### config.mk
export PLATFORM = sky130hd
export DESIGN_NAME = pqe_encoder
export DESIGN_NICKNAME = d
export VERILOG_FILES = /design/src/design/pqe_pkg.sv /design/src/design/pqe_encoder.sv
export SDC_FILE = /design/constraint.sdc
export NUM_CORES = 1
export LEC_CHECK = 0
export BUFFER_PORTS_ARGS = -buffer_cell sky130_fd_sc_hd__buf_2
export CELL_PAD_IN_SITES_DETAIL_PLACEMENT = 2
export CELL_PAD_IN_SITES_GLOBAL_PLACEMENT = 2
export CORE_MARGIN = 2
export CORE_UTILIZATION = 41
export DETAILED_ROUTE_END_ITERATION = 6
export PLACE_DENSITY = 0.88
export RECOVER_POWER = 100
export SKIP_LAST_GASP = 1
export SYNTH_ARGS = -nofsm -noshare
export SYNTH_HDL_FRONTEND = slang
export SYNTH_SLANG_ARGS = --single-unit
### constraint.sdc
create_clock -name core_clk -period 16.05 [get_ports core_clk]
set_clock_uncertainty 0.2 [all_clocks]
set_input_delay 0.8025 -clock core_clk [delete_from_list [all_inputs] [get_ports core_clk]]
set_output_delay 0.8025 -clock core_clk [all_outputs]
set_load 0.05 [all_outputs]
### src/design/pqe_pkg.sv
// Constants of the programmable quadrature encoder output logic
package pqe_pkg;
  // Sensor steps per shaft revolution (one revolution is 200 mm of wire)
  localparam int unsigned SNS_BITS = 14;
  localparam logic [14:0] RES_MIN = 15'h0001;
  localparam logic [14:0] RES_MAX = 15'h4000;
  localparam logic [14:0] RES_DEF = 15'h4000;
  // Clock rate and output frequency limit of each max-speed option
  localparam int unsigned CLK_KHZ = 250000;
  localparam int unsigned OPT0_KHZ = 75;
  localparam int unsigned OPT1_KHZ = 150;
  localparam int unsigned OPT2_KHZ = 300;
  localparam int unsigned OPT3_KHZ = 600;
  // Least spacing between two quadrature edges, in clock cycles
  localparam logic [11:0] GAP0 = 12'(CLK_KHZ / (4 * OPT0_KHZ));
  localparam logic [11:0] GAP1 = 12'(CLK_KHZ / (4 * OPT1_KHZ));
  localparam logic [11:0] GAP2 = 12'(CLK_KHZ / (4 * OPT2_KHZ));
  localparam logic [11:0] GAP3 = 12'(CLK_KHZ / (4 * OPT3_KHZ));
  // Shaft speed of each option in rpm
  localparam logic [31:0] RPM0 = 32'h0000_0232;
  localparam logic [31:0] RPM1 = 32'h0000_0465;
  localparam logic [31:0] RPM2 = 32'h0000_08ca;
  localparam logic [31:0] RPM3 = 32'h0000_1194;
  // Largest rpm times resolution product the counter input can follow
  localparam logic [31:0] CNT_LIMIT = 32'h0232_8000;
  localparam logic [1:0] SPD_DEF = 2'h2;
  // Backlog of edges owed to the outputs before an overrun is flagged
  localparam logic signed [7:0] PEND_MAX = 8'sh40;
  // Error code bits
  localparam int unsigned ERR_OVR = 0;
  localparam int unsigned ERR_SNS = 1;
endpackage

### src/design/pqe_encoder.sv
// Quadrature output logic of the programmable draw-wire encoder
// Function
// CCW: extension makes A lead B
// CW: phase relation reversed
// Narrow index: 90 degrees, A and B high
// Wide index: 180 degrees, A high
// One index per revolution at fixed point
// Index set stores current angle
// Factory settings give 16384 pulses per revolution
// Resolution clamped to 1..16384
// Resolution write clears position count
// Max-speed option limits edge rate
// Status warning and clear-error command
// Persisting fault keeps its error code
// Position counter follows edges and direction
// Operator resets index after resolution change
`timescale 1ns/1ps
module pqe_encoder (
  input wire logic core_clk,
  input wire logic sys_rst,
  input wire logic sns_step,
  input wire logic sns_ext,
  input wire logic sns_fault,
  input wire logic cfg_res_wr,
  input wire logic [15:0] cfg_res_val,
  input wire logic cfg_dir_cw,
  input wire logic cfg_idx_wide,
  input wire logic [1:0] cfg_speed,
  input wire logic cmd_idx_set,
  input wire logic cmd_factory,
  input wire logic cmd_clr_err,
  output logic enc_a,
  output logic enc_b,
  output logic enc_idx,
  output logic [31:0] pos_count,
  output logic [14:0] res_now,
  output logic [1:0] speed_eff,
  output logic stat_warn,
  output logic [1:0] err_code
);

  typedef struct packed {
    logic [14:0] res;
    logic [13:0] acc;
    logic signed [7:0] pend;
    logic [11:0] gap;
    logic [16:0] rev;
    logic [16:0] idx;
    logic [31:0] pos;
    logic [1:0] err;
    logic [1:0] spd;
    logic warn;
    logic a;
    logic b;
    logic z;
  } pqe_state_type;

  pqe_state_type q;
  pqe_state_type d;
  logic emit;
  logic emit_fwd;

  function automatic logic [11:0] pqe_gap(input logic [1:0] opt);
    logic [11:0] g;
    unique case (opt)
      2'h0: g = pqe_pkg::GAP0;
      2'h1: g = pqe_pkg::GAP1;
      2'h2: g = pqe_pkg::GAP2;
      2'h3: g = pqe_pkg::GAP3;
    endcase
    return g;
  endfunction

  // Requested option, capped at the fastest one whose edge rate the resolution still allows
  function automatic logic [1:0] pqe_spd_limit(input logic [1:0] opt,
                                               input logic [14:0] res);
    logic [31:0] r;
    logic [1:0] top;
    r = {17'h00000, res};
    top = 2'h0;
    if (32'(pqe_pkg::RPM1 * r) <= pqe_pkg::CNT_LIMIT)
      top = 2'h1;
    if (32'(pqe_pkg::RPM2 * r) <= pqe_pkg::CNT_LIMIT)
      top = 2'h2;
    if (32'(pqe_pkg::RPM3 * r) <= pqe_pkg::CNT_LIMIT)
      top = 2'h3;
    return (opt > top) ? top : opt;
  endfunction

  function automatic logic [14:0] pqe_clamp(input logic [15:0] v);
    logic [14:0] r;
    if (v < {1'b0, pqe_pkg::RES_MIN})
      r = pqe_pkg::RES_MIN;
    else if (v > {1'b0, pqe_pkg::RES_MAX})
      r = pqe_pkg::RES_MAX;
    else
      r = v[14:0];
    return r;
  endfunction

  always_comb
  begin
    logic [16:0] edges4;
    logic [16:0] last;
    logic [17:0] sum;
    logic [2:0] n;
    logic signed [8:0] np;
    logic [1:0] ph;
    logic pa;
    logic pb;
    d = q;
    emit = 1'b0;
    emit_fwd = 1'b0;
    edges4 = {q.res, 2'b00};
    last = 17'(edges4 - 17'h00001);
    sum = 18'h00000;
    n = 3'h0;
    np = 9'(q.pend);
    ph = 2'h0;
    pa = 1'b0;
    pb = 1'b0;
    d.spd = pqe_spd_limit(cfg_speed, q.res);
    // Clear first, so a fault or overrun seen this cycle wins
    if (cmd_clr_err)
      d.err = 2'h0;
    // Fractional scaling of sensor steps to quadrature edges
    if (sns_step)
    begin
      if (sns_ext)
      begin
        sum = 18'({4'h0, q.acc} + {1'b0, edges4});
        n = sum[16:14];
        np = 9'(np + $signed({6'h00, n}));
      end
      else
      begin
        sum = 18'({4'h0, q.acc} + 18'h10000 - {1'b0, edges4});
        n = 3'(3'h4 - sum[16:14]);
        np = 9'(np - $signed({6'h00, n}));
      end
      d.acc = sum[13:0];
    end
    // Edge generator paced by the max-speed spacing
    if (q.gap != 12'h000)
      d.gap = 12'(q.gap - 12'h001);
    else if (np != 9'sh000)
    begin
      emit = 1'b1;
      emit_fwd = (np > 9'sh000);
      d.gap = pqe_gap(d.spd);
      np = emit_fwd ? 9'(np - 9'sh001) : 9'(np + 9'sh001);
    end
    // Backlog beyond the limit is an overrun warning
    if (np > 9'(pqe_pkg::PEND_MAX))
    begin
      np = 9'(pqe_pkg::PEND_MAX);
      d.err[pqe_pkg::ERR_OVR] = 1'b1;
    end
    else if (np < -9'(pqe_pkg::PEND_MAX))
    begin
      np = -9'(pqe_pkg::PEND_MAX);
      d.err[pqe_pkg::ERR_OVR] = 1'b1;
    end
    d.pend = np[7:0];
    if (emit)
    begin
      if (emit_fwd)
        d.rev = (q.rev == last) ? 17'h00000 : 17'(q.rev + 17'h00001);
      else
        d.rev = (q.rev == 17'h00000) ? last : 17'(q.rev - 17'h00001);
      // Count up on extension for CCW, on rewind for CW
      if (emit_fwd ^ cfg_dir_cw)
        d.pos = 32'(q.pos + 32'h0000_0001);
      else
        d.pos = 32'(q.pos - 32'h0000_0001);
    end
    if (cmd_idx_set)
      d.idx = q.rev;
    if (sns_fault)
      d.err[pqe_pkg::ERR_SNS] = 1'b1;
    if (cfg_res_wr)
    begin
      d.res = pqe_clamp(cfg_res_val);
      d.pos = 32'h0000_0000;
      d.acc = 14'h0000;
      d.pend = 8'sh00;
      d.rev = 17'h00000;
      d.idx = 17'h00000;
    end
    if (cmd_factory)
    begin
      d.res = pqe_pkg::RES_DEF;
      d.pos = 32'h0000_0000;
      d.acc = 14'h0000;
      d.pend = 8'sh00;
      d.rev = 17'h00000;
      d.idx = 17'h00000;
    end
    d.warn = (d.err != 2'h0);
    // Phase sequence 00,10,11,01 on extension makes A lead
    ph = d.rev[1:0];
    pa = (ph == 2'h1) || (ph == 2'h2);
    pb = (ph == 2'h2) || (ph == 2'h3);
    d.a = cfg_dir_cw ? pb : pa;
    d.b = cfg_dir_cw ? pa : pb;
    if (d.rev[16:2] != d.idx[16:2])
      d.z = 1'b0;
    else if (cfg_idx_wide)
      d.z = d.a;
    else
      d.z = d.a && d.b;
  end

  always_ff @(posedge core_clk)
  begin
    if (sys_rst)
    begin
      q <= '0;
      q.res <= pqe_pkg::RES_DEF;
      q.spd <= pqe_pkg::SPD_DEF;
    end
    else
      q <= d;
  end

  assign enc_a = q.a;
  assign enc_b = q.b;
  assign enc_idx = q.z;
  assign pos_count = q.pos;
  assign res_now = q.res;
  assign speed_eff = q.spd;
  assign stat_warn = q.warn;
  assign err_code = q.err;

  logic quiet;
  assign quiet = !cfg_res_wr && !cmd_factory;
endmodule // pqe_encoder

==> results.cfg, run 1 <==
[status]
outcome = finished with violations
violations = max-capacitance violations, max-slew violations

[drt]
drt_iter0_drc = 723
highest_layer = met5
routedWlPerCell_um = 23.3
first_pass_iters = 4
wl_met1_um = 21600
routed_wl_um = 49600
vias = 12900
wl_met3_um = 2160
ant_nets = 0
wl_met2_um = 24200
via_per_inst = 6.05
drc = 0

[yosys]
synth_top_cell_by_area = ha_1
synth-edff-count = 0
syn_area_um2 = 13300
syn_nets = 1945
ys_seq_elements = 119
synth.distinct_cells = 82
synth_seq_area_share_pct = 17.9
yosysWarnings = 0
yosys_most_used_dff = dfxtp_1
asyncSetResetFlopFracSynth_pct = 0
syn_area_per_cell_um2 = 7.87
synth_area_leaders = ha_1, dfxtp_1, xnor2_1, fa_1, a21oi_1
synth_cells = 1690
synth_top_cell_area_share_pct = 18.1

[power]
power.leakage_nw = 6.46
switching_share_pct = 46.0
ir_drop_mv = 0.0851
power.share.combinational_pct = 52.1
p_int_w = 0.000870
clkPwrFrac_pct = 26.1
powerDensity_nw_per_um2 = 114
p_sw_w = 0.000740
pwr-share-seq_pct = 21.8

[cts]
numCtsBuffers = 17
postCtsHoldBufs = 0
h-tree-depth = 4
cts_resized = 0
clk_pin_slew_worst_paths_ns = 0.06
clk_latency_ns = 0.45
cts_buffer_depth = 2
cts_setup_buffers = 0
clock-sinks = 119
cts_tree = done
root_buffer = clkbuf_16

[critical_path]
reg2regPathDepth = 42
cp_common_cell = xnor2_1
cp-start-kind = flip-flop
timing.rr.end = pos_count[30]
worstPathRequired_ns = 16.21
worstPathArrival_ns = 13.58
critPathMaxStageDelay_ns = 0.73
r2r-start = res_now[0]
end_kind = flip-flop
worstSetupPathType = flip-flop to flip-flop
crit_slowest_cell = a2111oi_0
path_max_fanout = 23
reg2reg_slack_ns = 2.62
setup.worst_path.start = res_now[0]

[global_route]
grt_pass1_vias = 14400
grt_pass1_wl_um = 79200
grt_max_degree = 68
antenna_found_initial = 3
grt_usage_pct = 29.8
grt-ovfl-total = 0

[timing]
rsz0062_at_grt = false
worstMarginPinSlew_ns = 3.26
holdWs_ns = 0.284
hold_viol_final = 0
drv_slew = 207
tns_ns = 0
period_share_pct = 83.7
period_needed_ns = 13.43
max_freq_ghz = 0.0745
setup_viol = 0
worst_slew_margin_rel_pct = -117

[floorplan]
coreArea_um2 = 31800
io_pins = 84
die_y_um = 184
dieArea_um2 = 33900
chipWidth_um = 184
start_util_pct = 41.8
placementRows = 65

[min_path]
holdPathEnd = pos_count[28]
holdPathStages = 2
min_from = pos_count[28]
hp-class = flip-flop to flip-flop

[finish]
layout-drive-gt1-share_pct = 5.32
fin_nets = 1935
areaGrowthSynthToFinish_pct = 6.49
design_area_um2 = 14200

[place]
place_area_um2 = 13700
place.gp.congestion = 0.880
dp_hpwl_um = 35600
portBuffers = 83

[run]
cap_violations = 6
flip-flops by register name, summed over array words and instances (netlist names):
register   cells
enc_b          1
stat_warn      1
pos_count     32
res_now       15
speed_eff      2
enc_idx        1
q             64
err_code       2
enc_a          1
cells in the final DEF, fill, tap and decap left out, types with 6 or more instances in the layout:
cell type / synthesis / final
o31ai_1: 8 / 8
buf_2: 8 / 27
nor2_1: 151 / 151
o21bai_1: 13 / 13
nor3_1: 35 / 35
o21ai_0: 104 / 104
nor2b_1: 22 / 22
a31o_2: 8 / 8
o21a_1: 12 / 12
nand2b_1: 20 / 20
or2_2: 6 / 6
xnor2_1: 81 / 81
o211ai_1: 13 / 13
nand3_1: 27 / 27
ha_1: 192 / 192
or3_1: 12 / 12
a21oi_1: 116 / 115
clkbuf_1: 50 / 62
inv_1: 138 / 138
a311oi_1: 7 / 7
and3_1: 14 / 14
nor4_1: 13 / 13
mux2_2: 6 / 6
a211o_1: 6 / 6
nand2_1: 143 / 143
mux2i_1: 35 / 35
xor2_1: 35 / 35
o2111ai_1: 7 / 7
clkbuf_16: 0 / 17
a21o_1: 32 / 32
a31oi_1: 10 / 10
fa_1: 34 / 34
a211oi_1: 26 / 28
dfxtp_1: 119 / 119
nand4_1: 15 / 15
or4_1: 10 / 10
how the worst max path moves through the flow:
stage | to | slack [ns] | cells past startpoint
finish | pos_count[30] | 2.62 | 42
global route | pos_count[30] | 1.80 | 42
CTS | pos_count[30] | 3.24 | 42
detailed placement | pos_count[31] | 4.01 | 43
global placement | pos_count[31] | 4.89 | 43
floorplan | pos_count[30] | 6.69 | 42
per-layer routing:
| metal | global-route usage (%) | vias to the layer above |
|---|---|---|
| met3 | 4.80 | 125 |
| met2 | 52.3 | 376 |
| met5 | 0 | - |
| met1 | 36.5 | 6480 |
| li1 | - | 5886 |
| met4 | 11.7 | 2 |
synthesized netlist by cell type, drive strengths merged, types with 11 or more instances:
cell type	n
ha	192
nor2	151
nand2	143
inv	138
dfxtp	119
a21oi	117
o21ai	109
xnor2	81
buf	69
clkbuf	50
nor3	36
mux2i	35
xor2	35
fa	34
a21o	32
a211oi	28
nand3	27
nor2b	22
nand2b	20
nand4	15
and3	14
nor4	14
o211ai	13
o21bai	13
o21a	12
or3	12
or4	11
power groups by stage:
stage	registers [W]	clock network (W)	logic, W
6_report	0.000352	0.000420	0.000838
5_1_grt	0.000355	0.000438	0.000912
2_1_floorplan	0.000349	0	0.000603
3_5_place_dp	0.000357	0	0.000798
3_3_place_gp	0.000355	0	0.000745
4_1_cts	0.000351	0.000424	0.000836
per-stage QoR:
stage | utilization, % | std cells | setup slack, ns | total power, W
floorplan | - | 1690 | 6.69 | 0.000952
global placement | 43.0 | 2096 | 4.89 | 0.00110
detailed placement | 43.0 | 2096 | 4.01 | 0.00115
CTS | 44.9 | 2126 | 3.24 | 0.00161
global route | 44.6 | 2127 | 1.80 | 0.00171
finish | 44.6 | 2127 | 2.62 | 0.00161
logic make-up after synthesis:
family / share of synthesized area, %
and+or+nand+nor: 17.8
AOI/OAI and AO/OA: 21.3
buffers and inverters: 8.85
adders and majority gates: 23.2
DFF: 17.9
xor gates and xnor gates: 7.80
muxes: 3.14
area by class of cell:
type	instances	area, um2
Inverter	138	518
Fill cell	3676	17600
Sequential cell	119	2380
Multi-Input combinational cell	1314	9730
Antenna cell	1	2.50
Clock inverter	9	150
Timing Repair Buffer	90	383
Tap cell	435	544
Clock buffer	21	460
critical path: cells and delay by family (launching register included):
kind / cells / cell delay (ns)
AOI/OAI and AO/OA: 18 / 5.71
buffers and inverters: 4 / 1.36
DFF: 1 / 0.68
adders and majority gates: 4 / 1.62
xor gates and xnor gates: 5 / 1.54
and+or+nand+nor: 11 / 2.20
(Power assumes the default switching activity.)
==> run 2, diff against run 1 <==
--- a/config.mk
+++ b/config.mk
@@ -5,13 +5,14 @@
 export SDC_FILE = /design/constraint.sdc
 export NUM_CORES = 1
 export LEC_CHECK = 0
+export ABC_AREA = 1
 export BUFFER_PORTS_ARGS = -buffer_cell sky130_fd_sc_hd__buf_2
 export CELL_PAD_IN_SITES_DETAIL_PLACEMENT = 2
 export CELL_PAD_IN_SITES_GLOBAL_PLACEMENT = 2
 export CORE_MARGIN = 2
-export CORE_UTILIZATION = 41
+export CORE_UTILIZATION = 32
 export DETAILED_ROUTE_END_ITERATION = 6
-export PLACE_DENSITY = 0.88
+export PLACE_DENSITY = 0.78
 export RECOVER_POWER = 100
 export SKIP_LAST_GASP = 1
 export SYNTH_ARGS = -nofsm -noshare
==> constraint.sdc (replaced) <==
create_clock -name core_clk -period 11 [get_ports core_clk]
set_clock_uncertainty 0.2 [all_clocks]
set_input_delay 0.55 -clock core_clk [delete_from_list [all_inputs] [get_ports core_clk]]
set_output_delay 0.55 -clock core_clk [all_outputs]
set_load 0.05 [all_outputs]
==> run 2 against run 1 <==
Effect of this change: the run still ends with max-capacitance violations, max-slew violations left; flip-flop and latch count stayed put; routed wire length is 8.9% higher; worst setup slack worse by 1.2 ns; die area is 33% higher; sequential share of layout area is 0.94 points lower; first-iteration DRC count is 11% lower; critical path type unchanged; critical endpoint is now pos_count[20].
==> results.cfg, run 2 <==
[place]
dp_slack_ns = 1.75
place.gp.congestion = 0.855
dp_hpwl_um = 43100
portBuffers = 83

[timing]
drv_slew = 123
final.setup.worst_slack_ns = 1.38
worstMarginPinSlew_ns = 2.51
worst_slew_margin_rel_pct = -67.5
max_freq_ghz = 0.104
hold_viol_final = 0
tns_ns = 0
setup_viol = 0
rsz0062_at_grt = false
period_share_pct = 87.5
period_needed_ns = 9.62

[cts]
root_buffer = clkbuf_16
h-tree-depth = 4
cts_resized = 0
clk_latency_ns = 0.47
clk_pin_slew_worst_paths_ns = 0.06
cts_tree = done
cts_buffer_depth = 2
numCtsBuffers = 17
postCtsHoldBufs = 0
cts_setup_buffers = 0
clock-sinks = 119

[critical_path]
crit_slowest_cell = dfxtp_1
worstSetupPathType = flip-flop to flip-flop
worstPathArrival_ns = 9.72
path_max_fanout = 31
critPathMaxStageDelay_ns = 0.60
setup.worst_path.start = res_now[2]
end_kind = flip-flop
worstPathRequired_ns = 11.10
reg2reg_slack_ns = 1.38
cp_common_cell = o21ai_0
cp-start-kind = flip-flop
r2r-start = res_now[2]

[yosys]
synth_seq_area_share_pct = 17.1
synth_top_cell_area_share_pct = 17.3
asyncSetResetFlopFracSynth_pct = 0
synth_area_leaders = ha_1, dfxtp_1, nand2_1, inv_1, nor2_1
yosysWarnings = 0
yosysMostFrequentCell = nand2_1
synth-edff-count = 0
synth_commonest_cells = nand2_1, inv_1, nor2_1
syn_area_um2 = 13900
yosys_most_used_dff = dfxtp_1
syn_area_per_cell_um2 = 6.64
synth_top_cell_by_area = ha_1
ys_seq_elements = 119
synth.distinct_cells = 53
synth_cells = 2092
syn_nets = 2347

[finish]
nFillCells = 5393
areaGrowthSynthToFinish_pct = 7.99
layout_commonest_cell = nand2_1
layout-drive-gt1-share_pct = 4.27
layout_common_cells = nand2_1, inv_1, nor2_1
fin_nets = 2349
largest_register_ffs = 64
largest-register = q

[drt]
routed_wl_um = 54000
drt_iter0_drc = 644
routedWlPerCell_um = 20.0
via_per_inst = 5.25
vias = 14100
first_pass_iters = 5
drc = 0
ant_nets = 0

[floorplan]
coreArea_um2 = 43000
io_pins = 84
dieArea_um2 = 45100
die_y_um = 212
placementRows = 76
chipWidth_um = 212
start_util_pct = 32.3

[global_route]
grt_pass1_wl_um = 86700
grt_usage_pct = 24.8
grt_use_met2_pct = 45.2
grt_use_met3_pct = 4.31
grt_max_degree = 81
use_met1_pct = 29.9
grt_pass1_vias = 15900
busiest_layer = met2
grt-ovfl-total = 0
antenna_found_initial = 4

[min_path]
hp-class = primary input to flip-flop
min_from = sns_fault

[run]
cap_violations = 3

[status]
violations = max-capacitance violations, max-slew violations
outcome = finished with violations

[power]
report.power.total_w = 0.00247
ir_drop_mv = 0.114
power.leakage_nw = 7.66
powerDensity_nw_per_um2 = 164
[run 2: changes by cell type after synthesis, moves of 15 or more]
cell	delta
a211oi_1	-19
a21o_1	-26
a21oi_1	+46
clkbuf_1	-15
inv_1	+125
mux2i_1	-34
nand2_1	+266
nand2b_1	-20
nand3_1	+135
nand4_1	+21
nor2_1	+94
nor2b_1	-22
xnor2_1	-51
xor2_1	+33
[run 2: cells by family (layout without fill, tap and decap cells)]
logic type      after synthesis  count (layout)  synth area share [%]
other cells                   0               1                     0
flops                       119             119                  17.1
xor+xnor                     99              99                  6.34
compound gates              343             343                  13.9
simple gates                930             930                  28.6
buf+inv                     374             389                  11.8
fa+ha+maj                   226             226                  22.2
mux                           1               1                0.0720
[run 2: final timing paths]
path,end,cells after the start
min reg2reg,q[85],2
max reg2reg,pos_count[20],42
max,pos_count[20],42
min,err_code[1],3
[run 2: final cells by class]
class	count	area [um2]	share of cell area [%]
clock inverter	13	169	1.13
tap	585	732	4.88
sequential	119	2380	15.9
inverter	267	1000	6.68
antenna	1	2.50	0.0167
multi-input combinational	1599	9880	65.8
clock buffer	19	453	3.02
timing repair buffer	90	388	2.58
[run 2: routing by layer]
| layer | vias up | part of all wire (%) |
|---|---|---|
| met2 | 196 | 50 |
| met4 | 6 | 1.9 |
| met3 | 59 | 3.8 |
| li1 | 6845 | - |
| met1 | 7041 | 44 |
| met5 | - | 0.052 |
[run 2: report_power, final]
group,switching (W),internal [W],leakage (nW),total [W]
combinational,0.000915,0.000409,6.39,0.00132
sequential,0.0000522,0.000476,0.966,0.000528
clock,0.000244,0.000370,0.304,0.000614
[run 2: critical path: cells and delay by family (launching register included)]
| kind | cells | cell delay [ns] |
|---|---|---|
| AOI/OAI and AO/OA | 16 | 3.21 |
| adders and majority gates | 5 | 1.86 |
| and+or+nand+nor | 11 | 1.58 |
| xor gates and xnor gates | 5 | 1.07 |
| buffers and inverters | 5 | 0.92 |
| DFF | 1 | 0.60 |
[run 2: stage by stage]
step	utilization [%]	area, um2	hold slack, ns	instances
global route	34.9	15000	0.162	2692
CTS	35.1	15100	0.124	2692
finish	34.9	15000	0.141	2693
detailed placement	33.7	14500	0.292	2660
global placement	33.7	14500	0.275	2660
floorplan	-	13900	0.239	2092
